[config.mk]
export PLATFORM = sky130hd
export DESIGN_NAME = sce_top
export DESIGN_NICKNAME = d
export VERILOG_FILES = /design/src/hw/sce_pkg.sv /design/src/hw/sce_eval_if.sv /design/src/hw/sce_top.sv /design/src/hw/sce_eval.sv
export SDC_FILE = /design/constraint.sdc
export NUM_CORES = 1
export LEC_CHECK = 0
export BUFFER_PORTS_ARGS = -buffer_cell sky130_fd_sc_hd__clkbuf_2
export CAP_MARGIN = 10
export CORE_MARGIN = 2
export CORE_UTILIZATION = 49
export DETAILED_ROUTE_END_ITERATION = 10
export GPL_TIMING_DRIVEN = 0
export PLACE_DENSITY_LB_ADDON = 0.12
export SLEW_MARGIN = 20
export SYNTH_ARGS = -nofsm -noshare
export SYNTH_HDL_FRONTEND = slang
export SYNTH_SLANG_ARGS = --single-unit
[constraint.sdc]
create_clock -name i_core_clk -period 5.95 [get_ports i_core_clk]
set_input_delay 0.595 -clock i_core_clk [delete_from_list [all_inputs] [get_ports i_core_clk]]
set_output_delay 0.595 -clock i_core_clk [all_outputs]
set_load 0.1 [all_outputs]
[src/hw/sce_pkg.sv]
// constants, types and helpers of the screen contamination evaluator
package sce_pkg;

    // sector layout
    localparam int unsigned SCE_NSECT    = 6;
    localparam int unsigned SCE_GRP      = 3;
    localparam int unsigned SCE_CNT_W    = 3;

    // register bus
    localparam int unsigned SCE_ADDR_W   = 8;
    localparam int unsigned SCE_DATA_W   = 32;
    localparam logic [7:0]  SCE_OFF_CTRL = 8'h00;
    localparam logic [7:0]  SCE_OFF_STAT = 8'h04;
    localparam logic [7:0]  SCE_OFF_FLAG = 8'h08;

    // field positions
    localparam int unsigned SCE_STAT_WARN  = 0;
    localparam int unsigned SCE_STAT_ERR   = 1;
    localparam int unsigned SCE_STAT_WSEEN = 2;
    localparam int unsigned SCE_STAT_ESEEN = 3;
    localparam int unsigned SCE_FLAG_WARN  = 0;
    localparam int unsigned SCE_FLAG_ERR   = 8;

    // reset values
    localparam logic [2:0]  SCE_STRAT_RST  = 3'h0;

    typedef enum logic [2:0] {
        SCE_DEACT,
        SCE_HIGH_AVAIL,
        SCE_AVAIL,
        SCE_SEMI,
        SCE_SENS
    } sce_strat_e;

    // number of sectors that reached a limit
    function automatic logic [2:0] sce_count(input logic [5:0] f);
        logic [2:0] n;
        n = 3'h0;
        for (int i = 0; i < SCE_NSECT; i++) begin
            n = n + {2'h0, f[i]};
        end
        return n;
    endfunction

endpackage

[src/hw/sce_eval_if.sv]
// carrier between the register side and the strategy evaluator
`timescale 1ns/10ps
interface sce_eval_if;
    logic [2:0] strat;
    logic [5:0] warn_flags;
    logic [5:0] err_flags;
    logic       warn;
    logic       err;

    modport ctl (output strat, output warn_flags, output err_flags, input warn, input err);
    modport ev  (input strat, input warn_flags, input err_flags, output warn, output err);
endinterface

[src/hw/sce_top.sv]
// screen contamination evaluator with register port and indicator outputs
`timescale 1ns/10ps
module sce_top
    import sce_pkg::*;
(
    // clock, reset, enable
    input  wire logic                  i_core_clk,
    input  wire logic                  i_sys_rst,
    input  wire logic                  i_core_ce,
    // sector limit flags from the measuring system
    input  wire logic [SCE_NSECT-1:0]  i_warn_sect,
    input  wire logic [SCE_NSECT-1:0]  i_err_sect,
    // register port
    input  wire logic [SCE_ADDR_W-1:0] i_addr,
    input  wire logic [SCE_DATA_W-1:0] i_wdata,
    input  wire logic                  i_wr,
    input  wire logic                  i_rd,
    output logic      [SCE_DATA_W-1:0] o_rdata,
    // status indicators
    output logic                       o_ind_warn,
    output logic                       o_ind_err
);

    sce_eval_if ev_if ();

    logic [2:0] strat_q;
    logic [5:0] warn_sync_q;
    logic [5:0] err_sync_q;
    logic       warn_seen_q;
    logic       warn_seen_d;
    logic       err_seen_q;
    logic       err_seen_d;
    logic       wr_stat;
    logic [2:0] cnt_w;
    logic [2:0] cnt_e;

    assign ev_if.strat      = strat_q;
    assign ev_if.warn_flags = warn_sync_q;
    assign ev_if.err_flags  = err_sync_q;
    assign wr_stat          = i_core_ce && i_wr && (i_addr == SCE_OFF_STAT);
    assign cnt_w            = sce_count(warn_sync_q);
    assign cnt_e            = sce_count(err_sync_q);

    sce_eval u_eval (
        .bus (ev_if.ev)
    );

    // strategy register
    always_ff @(posedge i_core_clk or posedge i_sys_rst) begin
        if (i_sys_rst) begin
            strat_q <= SCE_STRAT_RST;
        end else if (i_core_ce && i_wr && i_addr == SCE_OFF_CTRL) begin
            strat_q <= i_wdata[2:0];
        end
    end

    always_ff @(posedge i_core_clk or posedge i_sys_rst) begin
        if (i_sys_rst) begin
            warn_sync_q <= 6'h00;
            err_sync_q  <= 6'h00;
        end else if (i_core_ce) begin
            warn_sync_q <= i_warn_sect;
            err_sync_q  <= i_err_sect;
        end
    end

    always_ff @(posedge i_core_clk or posedge i_sys_rst) begin
        if (i_sys_rst) begin
            o_ind_warn <= 1'h0;
            o_ind_err  <= 1'h0;
        end else if (i_core_ce) begin
            o_ind_warn <= ev_if.warn;
            o_ind_err  <= ev_if.err;
        end
    end

    // sticky seen bits, write one clears, a new event wins
    always_comb begin
        warn_seen_d = warn_seen_q;
        err_seen_d  = err_seen_q;
        if (wr_stat && i_wdata[SCE_STAT_WSEEN]) begin
            warn_seen_d = 1'h0;
        end
        if (wr_stat && i_wdata[SCE_STAT_ESEEN]) begin
            err_seen_d = 1'h0;
        end
        if (o_ind_warn) begin
            warn_seen_d = 1'h1;
        end
        if (o_ind_err) begin
            err_seen_d = 1'h1;
        end
    end

    always_ff @(posedge i_core_clk or posedge i_sys_rst) begin
        if (i_sys_rst) begin
            warn_seen_q <= 1'h0;
            err_seen_q  <= 1'h0;
        end else if (i_core_ce) begin
            warn_seen_q <= warn_seen_d;
            err_seen_q  <= err_seen_d;
        end
    end

    // read data stand for one enabled cycle only, held while the enable is low
    always_ff @(posedge i_core_clk or posedge i_sys_rst) begin
        if (i_sys_rst) begin
            o_rdata <= 32'h0000_0000;
        end else if (i_core_ce) begin
            o_rdata <= 32'h0000_0000;
            if (i_rd) begin
                if (i_addr == SCE_OFF_CTRL) begin
                    o_rdata[2:0] <= strat_q;
                end else if (i_addr == SCE_OFF_STAT) begin
                    o_rdata[SCE_STAT_WARN]  <= o_ind_warn;
                    o_rdata[SCE_STAT_ERR]   <= o_ind_err;
                    o_rdata[SCE_STAT_WSEEN] <= warn_seen_q;
                    o_rdata[SCE_STAT_ESEEN] <= err_seen_q;
                end else if (i_addr == SCE_OFF_FLAG) begin
                    o_rdata[SCE_FLAG_WARN +: 6] <= warn_sync_q;
                    o_rdata[SCE_FLAG_ERR +: 6]  <= err_sync_q;
                end
            end
        end
    end

    // ---------------- checks beside the logic ----------------

    property p_deact;
        @(posedge i_core_clk) disable iff (i_sys_rst)
        (i_core_ce && strat_q == SCE_DEACT) |=> (!o_ind_warn && !o_ind_err);
    endproperty
    a_deact: assert property (p_deact)
        else $error("deactivated strategy drove an indicator");

    property p_high_warn;
        @(posedge i_core_clk) disable iff (i_sys_rst)
        (i_core_ce && strat_q == SCE_HIGH_AVAIL) |=> (o_ind_warn == $past(&warn_sync_q));
    endproperty
    a_high_warn: assert property (p_high_warn)
        else $error("high availability warning wrong");

    property p_high_err;
        @(posedge i_core_clk) disable iff (i_sys_rst)
        (i_core_ce && strat_q == SCE_HIGH_AVAIL) |=> (o_ind_err == $past(&err_sync_q));
    endproperty
    a_high_err: assert property (p_high_err)
        else $error("high availability error wrong");

    property p_avail;
        @(posedge i_core_clk) disable iff (i_sys_rst)
        (i_core_ce && strat_q == SCE_AVAIL) |=>
            (o_ind_warn == $past((&warn_sync_q[2:0]) || (&warn_sync_q[5:3]))) &&
            (o_ind_err == $past((&err_sync_q[2:0]) || (&err_sync_q[5:3])));
    endproperty
    a_avail: assert property (p_avail)
        else $error("available strategy half evaluation wrong");

    property p_semi_none;
        @(posedge i_core_clk) disable iff (i_sys_rst)
        (i_core_ce && strat_q == SCE_SEMI && cnt_e == 3'h0 && cnt_w <= 3'h1)
            |=> (!o_ind_warn && !o_ind_err);
    endproperty
    a_semi_none: assert property (p_semi_none)
        else $error("semi-sensitive clean screen flagged");

    property p_semi_warn;
        @(posedge i_core_clk) disable iff (i_sys_rst)
        (i_core_ce && strat_q == SCE_SEMI && cnt_e == 3'h1 && cnt_w >= 3'h2)
            |=> (o_ind_warn && !o_ind_err);
    endproperty
    a_semi_warn: assert property (p_semi_warn)
        else $error("semi-sensitive warning missing");

    property p_semi_err;
        @(posedge i_core_clk) disable iff (i_sys_rst)
        (i_core_ce && strat_q == SCE_SEMI && cnt_e >= 3'h2) |=> o_ind_err;
    endproperty
    a_semi_err: assert property (p_semi_err)
        else $error("semi-sensitive error missing");

    property p_semi_other;
        @(posedge i_core_clk) disable iff (i_sys_rst)
        (i_core_ce && strat_q == SCE_SEMI && cnt_e == 3'h1 && cnt_w <= 3'h1)
            |=> (!o_ind_warn && !o_ind_err);
    endproperty
    a_semi_other: assert property (p_semi_other)
        else $error("semi-sensitive unmatched case flagged");

    property p_sens;
        @(posedge i_core_clk) disable iff (i_sys_rst)
        (i_core_ce && strat_q == SCE_SENS) |=>
            (o_ind_warn == $past(|warn_sync_q)) && (o_ind_err == $past(|err_sync_q));
    endproperty
    a_sens: assert property (p_sens)
        else $error("sensitive strategy wrong");

    property p_err_source;
        @(posedge i_core_clk) disable iff (i_sys_rst)
        (i_core_ce && err_sync_q == 6'h00) |=> !o_ind_err;
    endproperty
    a_err_source: assert property (p_err_source)
        else $error("error raised with no sector at error limit");

    property p_latency;
        @(posedge i_core_clk) disable iff (i_sys_rst)
        (i_core_ce && strat_q == SCE_SENS) [*2] |=> (o_ind_err == $past(|i_err_sect, 2));
    endproperty
    a_latency: assert property (p_latency)
        else $error("indicator not two cycles behind the flags");

    property p_freeze;
        @(posedge i_core_clk) disable iff (i_sys_rst)
        !i_core_ce |=> ($stable(o_ind_warn) && $stable(o_ind_err) && $stable(strat_q));
    endproperty
    a_freeze: assert property (p_freeze)
        else $error("state moved while enable was low");

    property p_ind_route;
        @(posedge i_core_clk) disable iff (i_sys_rst)
        (i_core_ce && i_rd && i_addr == SCE_OFF_STAT) |=>
            (o_rdata[SCE_STAT_WARN] == $past(o_ind_warn)) &&
            (o_rdata[SCE_STAT_ERR] == $past(o_ind_err));
    endproperty
    a_ind_route: assert property (p_ind_route)
        else $error("status read disagrees with indicators");

    property p_ctrl_read;
        @(posedge i_core_clk) disable iff (i_sys_rst)
        (i_core_ce && i_rd && i_addr == SCE_OFF_CTRL) |=>
            (o_rdata == {29'h0000_0000, $past(strat_q)});
    endproperty
    a_ctrl_read: assert property (p_ctrl_read)
        else $error("strategy readback wrong");

    property p_rd_idle;
        @(posedge i_core_clk) disable iff (i_sys_rst)
        (i_core_ce && !i_rd) |=> (o_rdata == 32'h0000_0000);
    endproperty
    a_rd_idle: assert property (p_rd_idle)
        else $error("read data outside the read answer cycle");

    property p_seen_set;
        @(posedge i_core_clk) disable iff (i_sys_rst)
        (i_core_ce && o_ind_warn) |=> warn_seen_q;
    endproperty
    a_seen_set: assert property (p_seen_set)
        else $error("warning event lost against clear");

    property p_semi_err_only;
        @(posedge i_core_clk) disable iff (i_sys_rst)
        (i_core_ce && strat_q == SCE_SEMI && cnt_e >= 3'h2) |=> !o_ind_warn;
    endproperty
    a_semi_err_only: assert property (p_semi_err_only)
        else $error("semi-sensitive error also raised the warning");

    property p_warn_source;
        @(posedge i_core_clk) disable iff (i_sys_rst)
        (i_core_ce && warn_sync_q == 6'h00) |=> !o_ind_warn;
    endproperty
    a_warn_source: assert property (p_warn_source)
        else $error("warning raised with no sector at warning limit");

    property p_spare_codes;
        @(posedge i_core_clk) disable iff (i_sys_rst)
        (i_core_ce && strat_q > SCE_SENS) |=> (!o_ind_warn && !o_ind_err);
    endproperty
    a_spare_codes: assert property (p_spare_codes)
        else $error("unused strategy code drove an indicator");

    property p_sync_take;
        @(posedge i_core_clk) disable iff (i_sys_rst)
        (i_core_ce && !i_sys_rst) |=>
            (warn_sync_q == $past(i_warn_sect)) && (err_sync_q == $past(i_err_sect));
    endproperty
    a_sync_take: assert property (p_sync_take)
        else $error("sector flags not taken in");

    property p_strat_write;
        @(posedge i_core_clk) disable iff (i_sys_rst)
        (i_core_ce && !i_sys_rst && i_wr && i_addr == SCE_OFF_CTRL) |=>
            (strat_q == $past(i_wdata[2:0]));
    endproperty
    a_strat_write: assert property (p_strat_write)
        else $error("strategy write not taken");

    property p_flag_read;
        @(posedge i_core_clk) disable iff (i_sys_rst)
        (i_core_ce && i_rd && i_addr == SCE_OFF_FLAG) |=>
            (o_rdata == {18'h0_0000, $past(err_sync_q), 2'h0, $past(warn_sync_q)});
    endproperty
    a_flag_read: assert property (p_flag_read)
        else $error("flag readback disagrees with the flag stage");

    property p_stat_read;
        @(posedge i_core_clk) disable iff (i_sys_rst)
        (i_core_ce && i_rd && i_addr == SCE_OFF_STAT) |=>
            (o_rdata[SCE_STAT_WSEEN] == $past(warn_seen_q)) &&
            (o_rdata[SCE_STAT_ESEEN] == $past(err_seen_q)) &&
            (o_rdata[31:4] == 28'h000_0000);
    endproperty
    a_stat_read: assert property (p_stat_read)
        else $error("status sticky bits read back wrong");

    property p_err_seen_set;
        @(posedge i_core_clk) disable iff (i_sys_rst)
        (i_core_ce && o_ind_err) |=> err_seen_q;
    endproperty
    a_err_seen_set: assert property (p_err_seen_set)
        else $error("error event lost against clear");

    property p_seen_clear;
        @(posedge i_core_clk) disable iff (i_sys_rst)
        (wr_stat && i_wdata[SCE_STAT_WSEEN] && !o_ind_warn) |=> !warn_seen_q;
    endproperty
    a_seen_clear: assert property (p_seen_clear)
        else $error("warning seen bit not cleared by write one");

    property p_freeze_flags;
        @(posedge i_core_clk) disable iff (i_sys_rst)
        !i_core_ce |=>
            ($stable(o_rdata) && $stable(warn_sync_q) && $stable(err_sync_q) &&
             $stable(warn_seen_q));
    endproperty
    a_freeze_flags: assert property (p_freeze_flags)
        else $error("flag stage or read data moved while enable was low");

    property p_reset_clear;
        @(posedge i_core_clk)
        (i_sys_rst && $past(i_sys_rst)) |-> (!o_ind_warn && !o_ind_err && o_rdata == 32'h0000_0000);
    endproperty
    a_reset_clear: assert property (p_reset_clear)
        else $error("reset left an output active");

    c_semi_warn: cover property (@(posedge i_core_clk) disable iff (i_sys_rst)
        strat_q == SCE_SEMI && o_ind_warn);
    c_avail_err: cover property (@(posedge i_core_clk) disable iff (i_sys_rst)
        strat_q == SCE_AVAIL && o_ind_err);
    c_high_err: cover property (@(posedge i_core_clk) disable iff (i_sys_rst)
        strat_q == SCE_HIGH_AVAIL && o_ind_err);
    c_seen_clr: cover property (@(posedge i_core_clk) disable iff (i_sys_rst)
        warn_seen_q ##1 !warn_seen_q);
    c_semi_err: cover property (@(posedge i_core_clk) disable iff (i_sys_rst)
        strat_q == SCE_SEMI && o_ind_err);

endmodule

[src/hw/sce_eval.sv]
// combinational strategy evaluator for the six screen sectors
`timescale 1ns/10ps
module sce_eval
    import sce_pkg::*;
(
    // flags in, decision out
    sce_eval_if.ev bus
);

    logic [2:0] n_warn;
    logic [2:0] n_err;

    always_comb begin
        n_warn   = sce_count(bus.warn_flags);
        n_err    = sce_count(bus.err_flags);
        bus.warn = 1'h0;
        bus.err  = 1'h0;
        case (bus.strat)
            SCE_HIGH_AVAIL: begin
                bus.warn = &bus.warn_flags;
                bus.err  = &bus.err_flags;
            end
            SCE_AVAIL: begin
                bus.warn = (&bus.warn_flags[2:0]) | (&bus.warn_flags[5:3]);
                bus.err  = (&bus.err_flags[2:0]) | (&bus.err_flags[5:3]);
            end
            SCE_SEMI: begin
                if (n_err >= 3'h2) begin
                    bus.err = 1'h1;
                end else if (n_err == 3'h1 && n_warn >= 3'h2) begin
                    bus.warn = 1'h1;
                end
            end
            // warning and error from own limits
            SCE_SENS: begin
                bus.warn = |bus.warn_flags;
                bus.err  = |bus.err_flags;
            end
            default: begin
                bus.warn = 1'h0;
                bus.err  = 1'h0;
            end
        endcase
    end

endmodule

==> flow_metrics.env <==
export IMPL_status="finished, final reports clean"
export IMPL_core_area_mm2=0.00363
export IMPL_fin_crit_ns=2.96
export IMPL_grt_usage_pct=18.9
export IMPL_seq_area_um2=776
export IMPL_ant_nets=0
export IMPL_grt_busiest_layer="met2"
export IMPL_met3_usage_pct=5.31
export IMPL_cts_setup_buffers=0
export IMPL_gp_congestion=0.816
export IMPL_insertion_delay_ns=0.28
export IMPL_ir_drop_mv=0.114
export IMPL_cpLargestDelayFamily="adder cells"
export IMPL_cts_sinks=31
export IMPL_drc=0
export IMPL_area_delta_synth_final_pct=23.7
export IMPL_critPathMaxStageDelay_ns=0.53
export IMPL_clock_skew_ns=0.00437
export IMPL_dieHeight_um=65.3
export IMPL_placed_cell_area_mm2=0.00218
export IMPL_critPathMaxFanout=3
export IMPL_slowest_stage="fa_1"
export IMPL_drt_wl_total_mm=3.66
export IMPL_rsz0062_at_grt="no"
export IMPL_synthCells=184
export IMPL_dieArea_mm2=0.00426
export IMPL_max_freq_mhz=337
export IMPL_gr_usage_met1_pct=25.6
export IMPL_cp_common_cell="inv_1"
export IMPL_syn_area_mm2=0.00184
export IMPL_yosysSeqAreaShare_pct=42.2
export IMPL_start_util_pct=50.6
export IMPL_cp_arrival_ns=3.17
export IMPL_final_setup_worst_slack_ns=2.99
export IMPL_cts_buffer_depth=2
export IMPL_nets=318
export IMPL_fillers=331
export IMPL_portBuffers=41
export IMPL_worst_setup_path_end_kind="flip-flop"
export IMPL_cp_num_buf_inv=3
export IMPL_dp_slack_ns=2.99
export IMPL_ys_warnings_count=0
export IMPL_grt_max_degree=32
export IMPL_power_density_mw_per_mm2=252
export IMPL_path_clk_slew_ns=0.07
export IMPL_grt_pass1_wl_mm=6.09
export IMPL_vias=1448
export IMPL_synth_distinct_cells=43
export IMPL_critPathKind="flip-flop to flip-flop"
export IMPL_cts_resized=0
export IMPL_fp_dieW_um=65.3
export IMPL_tightestPinTransition_ns=0.633
export IMPL_drtIter0Drc=58
export IMPL_layout_common_cells="41 x clkbuf_2, 31 x dfrtp_1, 20 x buf_4, 20 x conb_1"
export IMPL_fin_cells=300
export IMPL_synth_seq_cells=31
export IMPL_grt_ovfl_total=0
export IMPL_synth_async_sr_flop_share_pct=100
export IMPL_firstDrtPassIters=4
export IMPL_viasPerCell=4.83
export IMPL_grt_util_met2_pct=29.2
export IMPL_cts_tree="yes"
export IMPL_slew_violations=0
export IMPL_hold_violations=0
export IMPL_cp_cell_sequence="inv_1 -> ha_1 -> inv_1 -> fa_1 -> inv_1 -> ha_1 -> a21o_1 -> fa_1 -> nor2_1 -> nor4b_1 -> o21bai_1 -> a31oi_1"
export IMPL_setup_viol=0
export IMPL_fin_setup_tns_ns=0
export IMPL_drive_gt1_share_pct=31.0
export IMPL_n_antenna_cell=0
export IMPL_dp_cells=292
export IMPL_synth_area_per_cell_um2=10.0
export IMPL_hpwl_mm=2.80
export IMPL_start_kind="flip-flop"
export IMPL_finalInstanceArea_mm2=0.00228
export IMPL_num_rows=22
export IMPL_slew_headroom_pct=57.7
export IMPL_mostFrequentLayoutCell="clkbuf_2"
export IMPL_root_buffer="clkbuf_8"
export IMPL_synth_top_flop_cell="dfrtp_1"
export IMPL_required_ns=6.16
export IMPL_finalCritPeriodShare_pct=49.8
export IMPL_cellLeakagePower_nw=1.23
export IMPL_antenna_found_initial=0
export IMPL_h_tree_depth=2
export IMPL_cts_hold_buf=0
export IMPL_first_global_vias=1354
export IMPL_io_pins=91
export IMPL_detail_route_wl_per_cell_um=12.2
export IMPL_synth_edf_count=0
export IMPL_numCtsBuffers=5
export IMPL_multi_input_area_um2=885
export IMPL_whs_ns=0.376
export IMPL_max_cap_viol_count=0
export IMPL_min_path_type="primary input to async pin"
==> layout make-up <==
| type | instances | share of cell area [%] |
|---|---|---|
| Buffer | 27 | 7.86 |
| Multi-Input combinational cell | 126 | 38.9 |
| Inverter | 19 | 3.13 |
| Tap cell | 48 | 2.64 |
| Timing Repair Buffer | 41 | 9.02 |
| Clock buffer | 8 | 4.40 |
| Sequential cell | 31 | 34.1 |
==> final timing paths <==
kind,start,to,slack (ns),cells after the start
setup reg to reg,ev_if.warn_flags[1]$_DFFE_PP0P_,o_ind_warn$_DFFE_PP0P_,2.99,12
hold reg to reg,err_seen_q$_DFFE_PP0P_,err_seen_q$_DFFE_PP0P_,0.50,1
max in group asynchronous,i_sys_rst,err_sync_q[0]$_DFFE_PP0P_,5.16,2
hold / removal,i_sys_rst,warn_seen_q$_DFFE_PP0P_,0.38,2
setup / recovery,ev_if.warn_flags[1]$_DFFE_PP0P_,o_ind_warn$_DFFE_PP0P_,2.99,12
min in group i_core_clk,err_seen_q$_DFFE_PP0P_,err_seen_q$_DFFE_PP0P_,0.50,1
==> state kept, by name, indices dropped and copies added (netlist names) <==
register	count
err_sync_q	6
err_seen_q	1
ev_if.strat	3
ev_if.warn_flags	6
o_ind_warn	1
warn_seen_q	1
o_rdata	12
o_ind_err	1
==> through the flow <==
stage               utilization, %  power (mW)
global route                  62.6       0.605
detailed placement            59.9       0.397
floorplan                        -       0.367
CTS                           62.6       0.578
global placement              59.9       0.395
finish                        62.6       0.574
==> cells in the mapped netlist (3+ instances only) <==
master    count  area (µm²)
a22o_1       11        96.3
a31o_1        3        26.3
buf_4        20         150
clkbuf_1      4        15.0
dfrtp_1      31         776
fa_1          5         100
ha_1          5        62.6
inv_1        18        67.6
mux2_2        3        33.8
mux2i_1       3        30.0
nand2_1      17        63.8
nand3_1       3        15.0
nor2_1        6        22.5
nor2b_1       5        31.3
o21ai_0      14        70.1
==> routing by layer <==
metal	part of all wire (%)	up-vias
li1	-	724
met5	0	-
met4	1.3	0
met1	48	670
met2	43	47
met3	7.2	7
==> logic make-up after synthesis <==
logic type	after synthesis	synth area share (%)
other	1	0.204
AO/OA/AOI/OAI	41	15.2
XOR/XNOR	1	0.476
AND/OR/NAND/NOR	47	15.4
multiplexers	7	4.08
adder cells (fa/ha/maj)	10	8.84
flip-flops	31	42.2
buffers and inverters	46	13.6
==> worst register-to-register path, delay by kind of cell, from the launching register on <==
kind / cells / cell delay [ns]
adder cells (fa/ha/maj): 4 / 1.55
AO/OA/AOI/OAI: 3 / 0.45
buffers and inverters: 3 / 0.16
AND/OR/NAND/NOR: 2 / 0.33
flip-flops: 1 / 0.40
==> power by group <==
part / switching (mW) / leakage (nW) / internal, mW
sequential: 0.0110 / 0.391 / 0.221
clock: 0.0759 / 0.0515 / 0.105
combinational: 0.115 / 0.787 / 0.0452
Power figures use the tool's default switching activity.
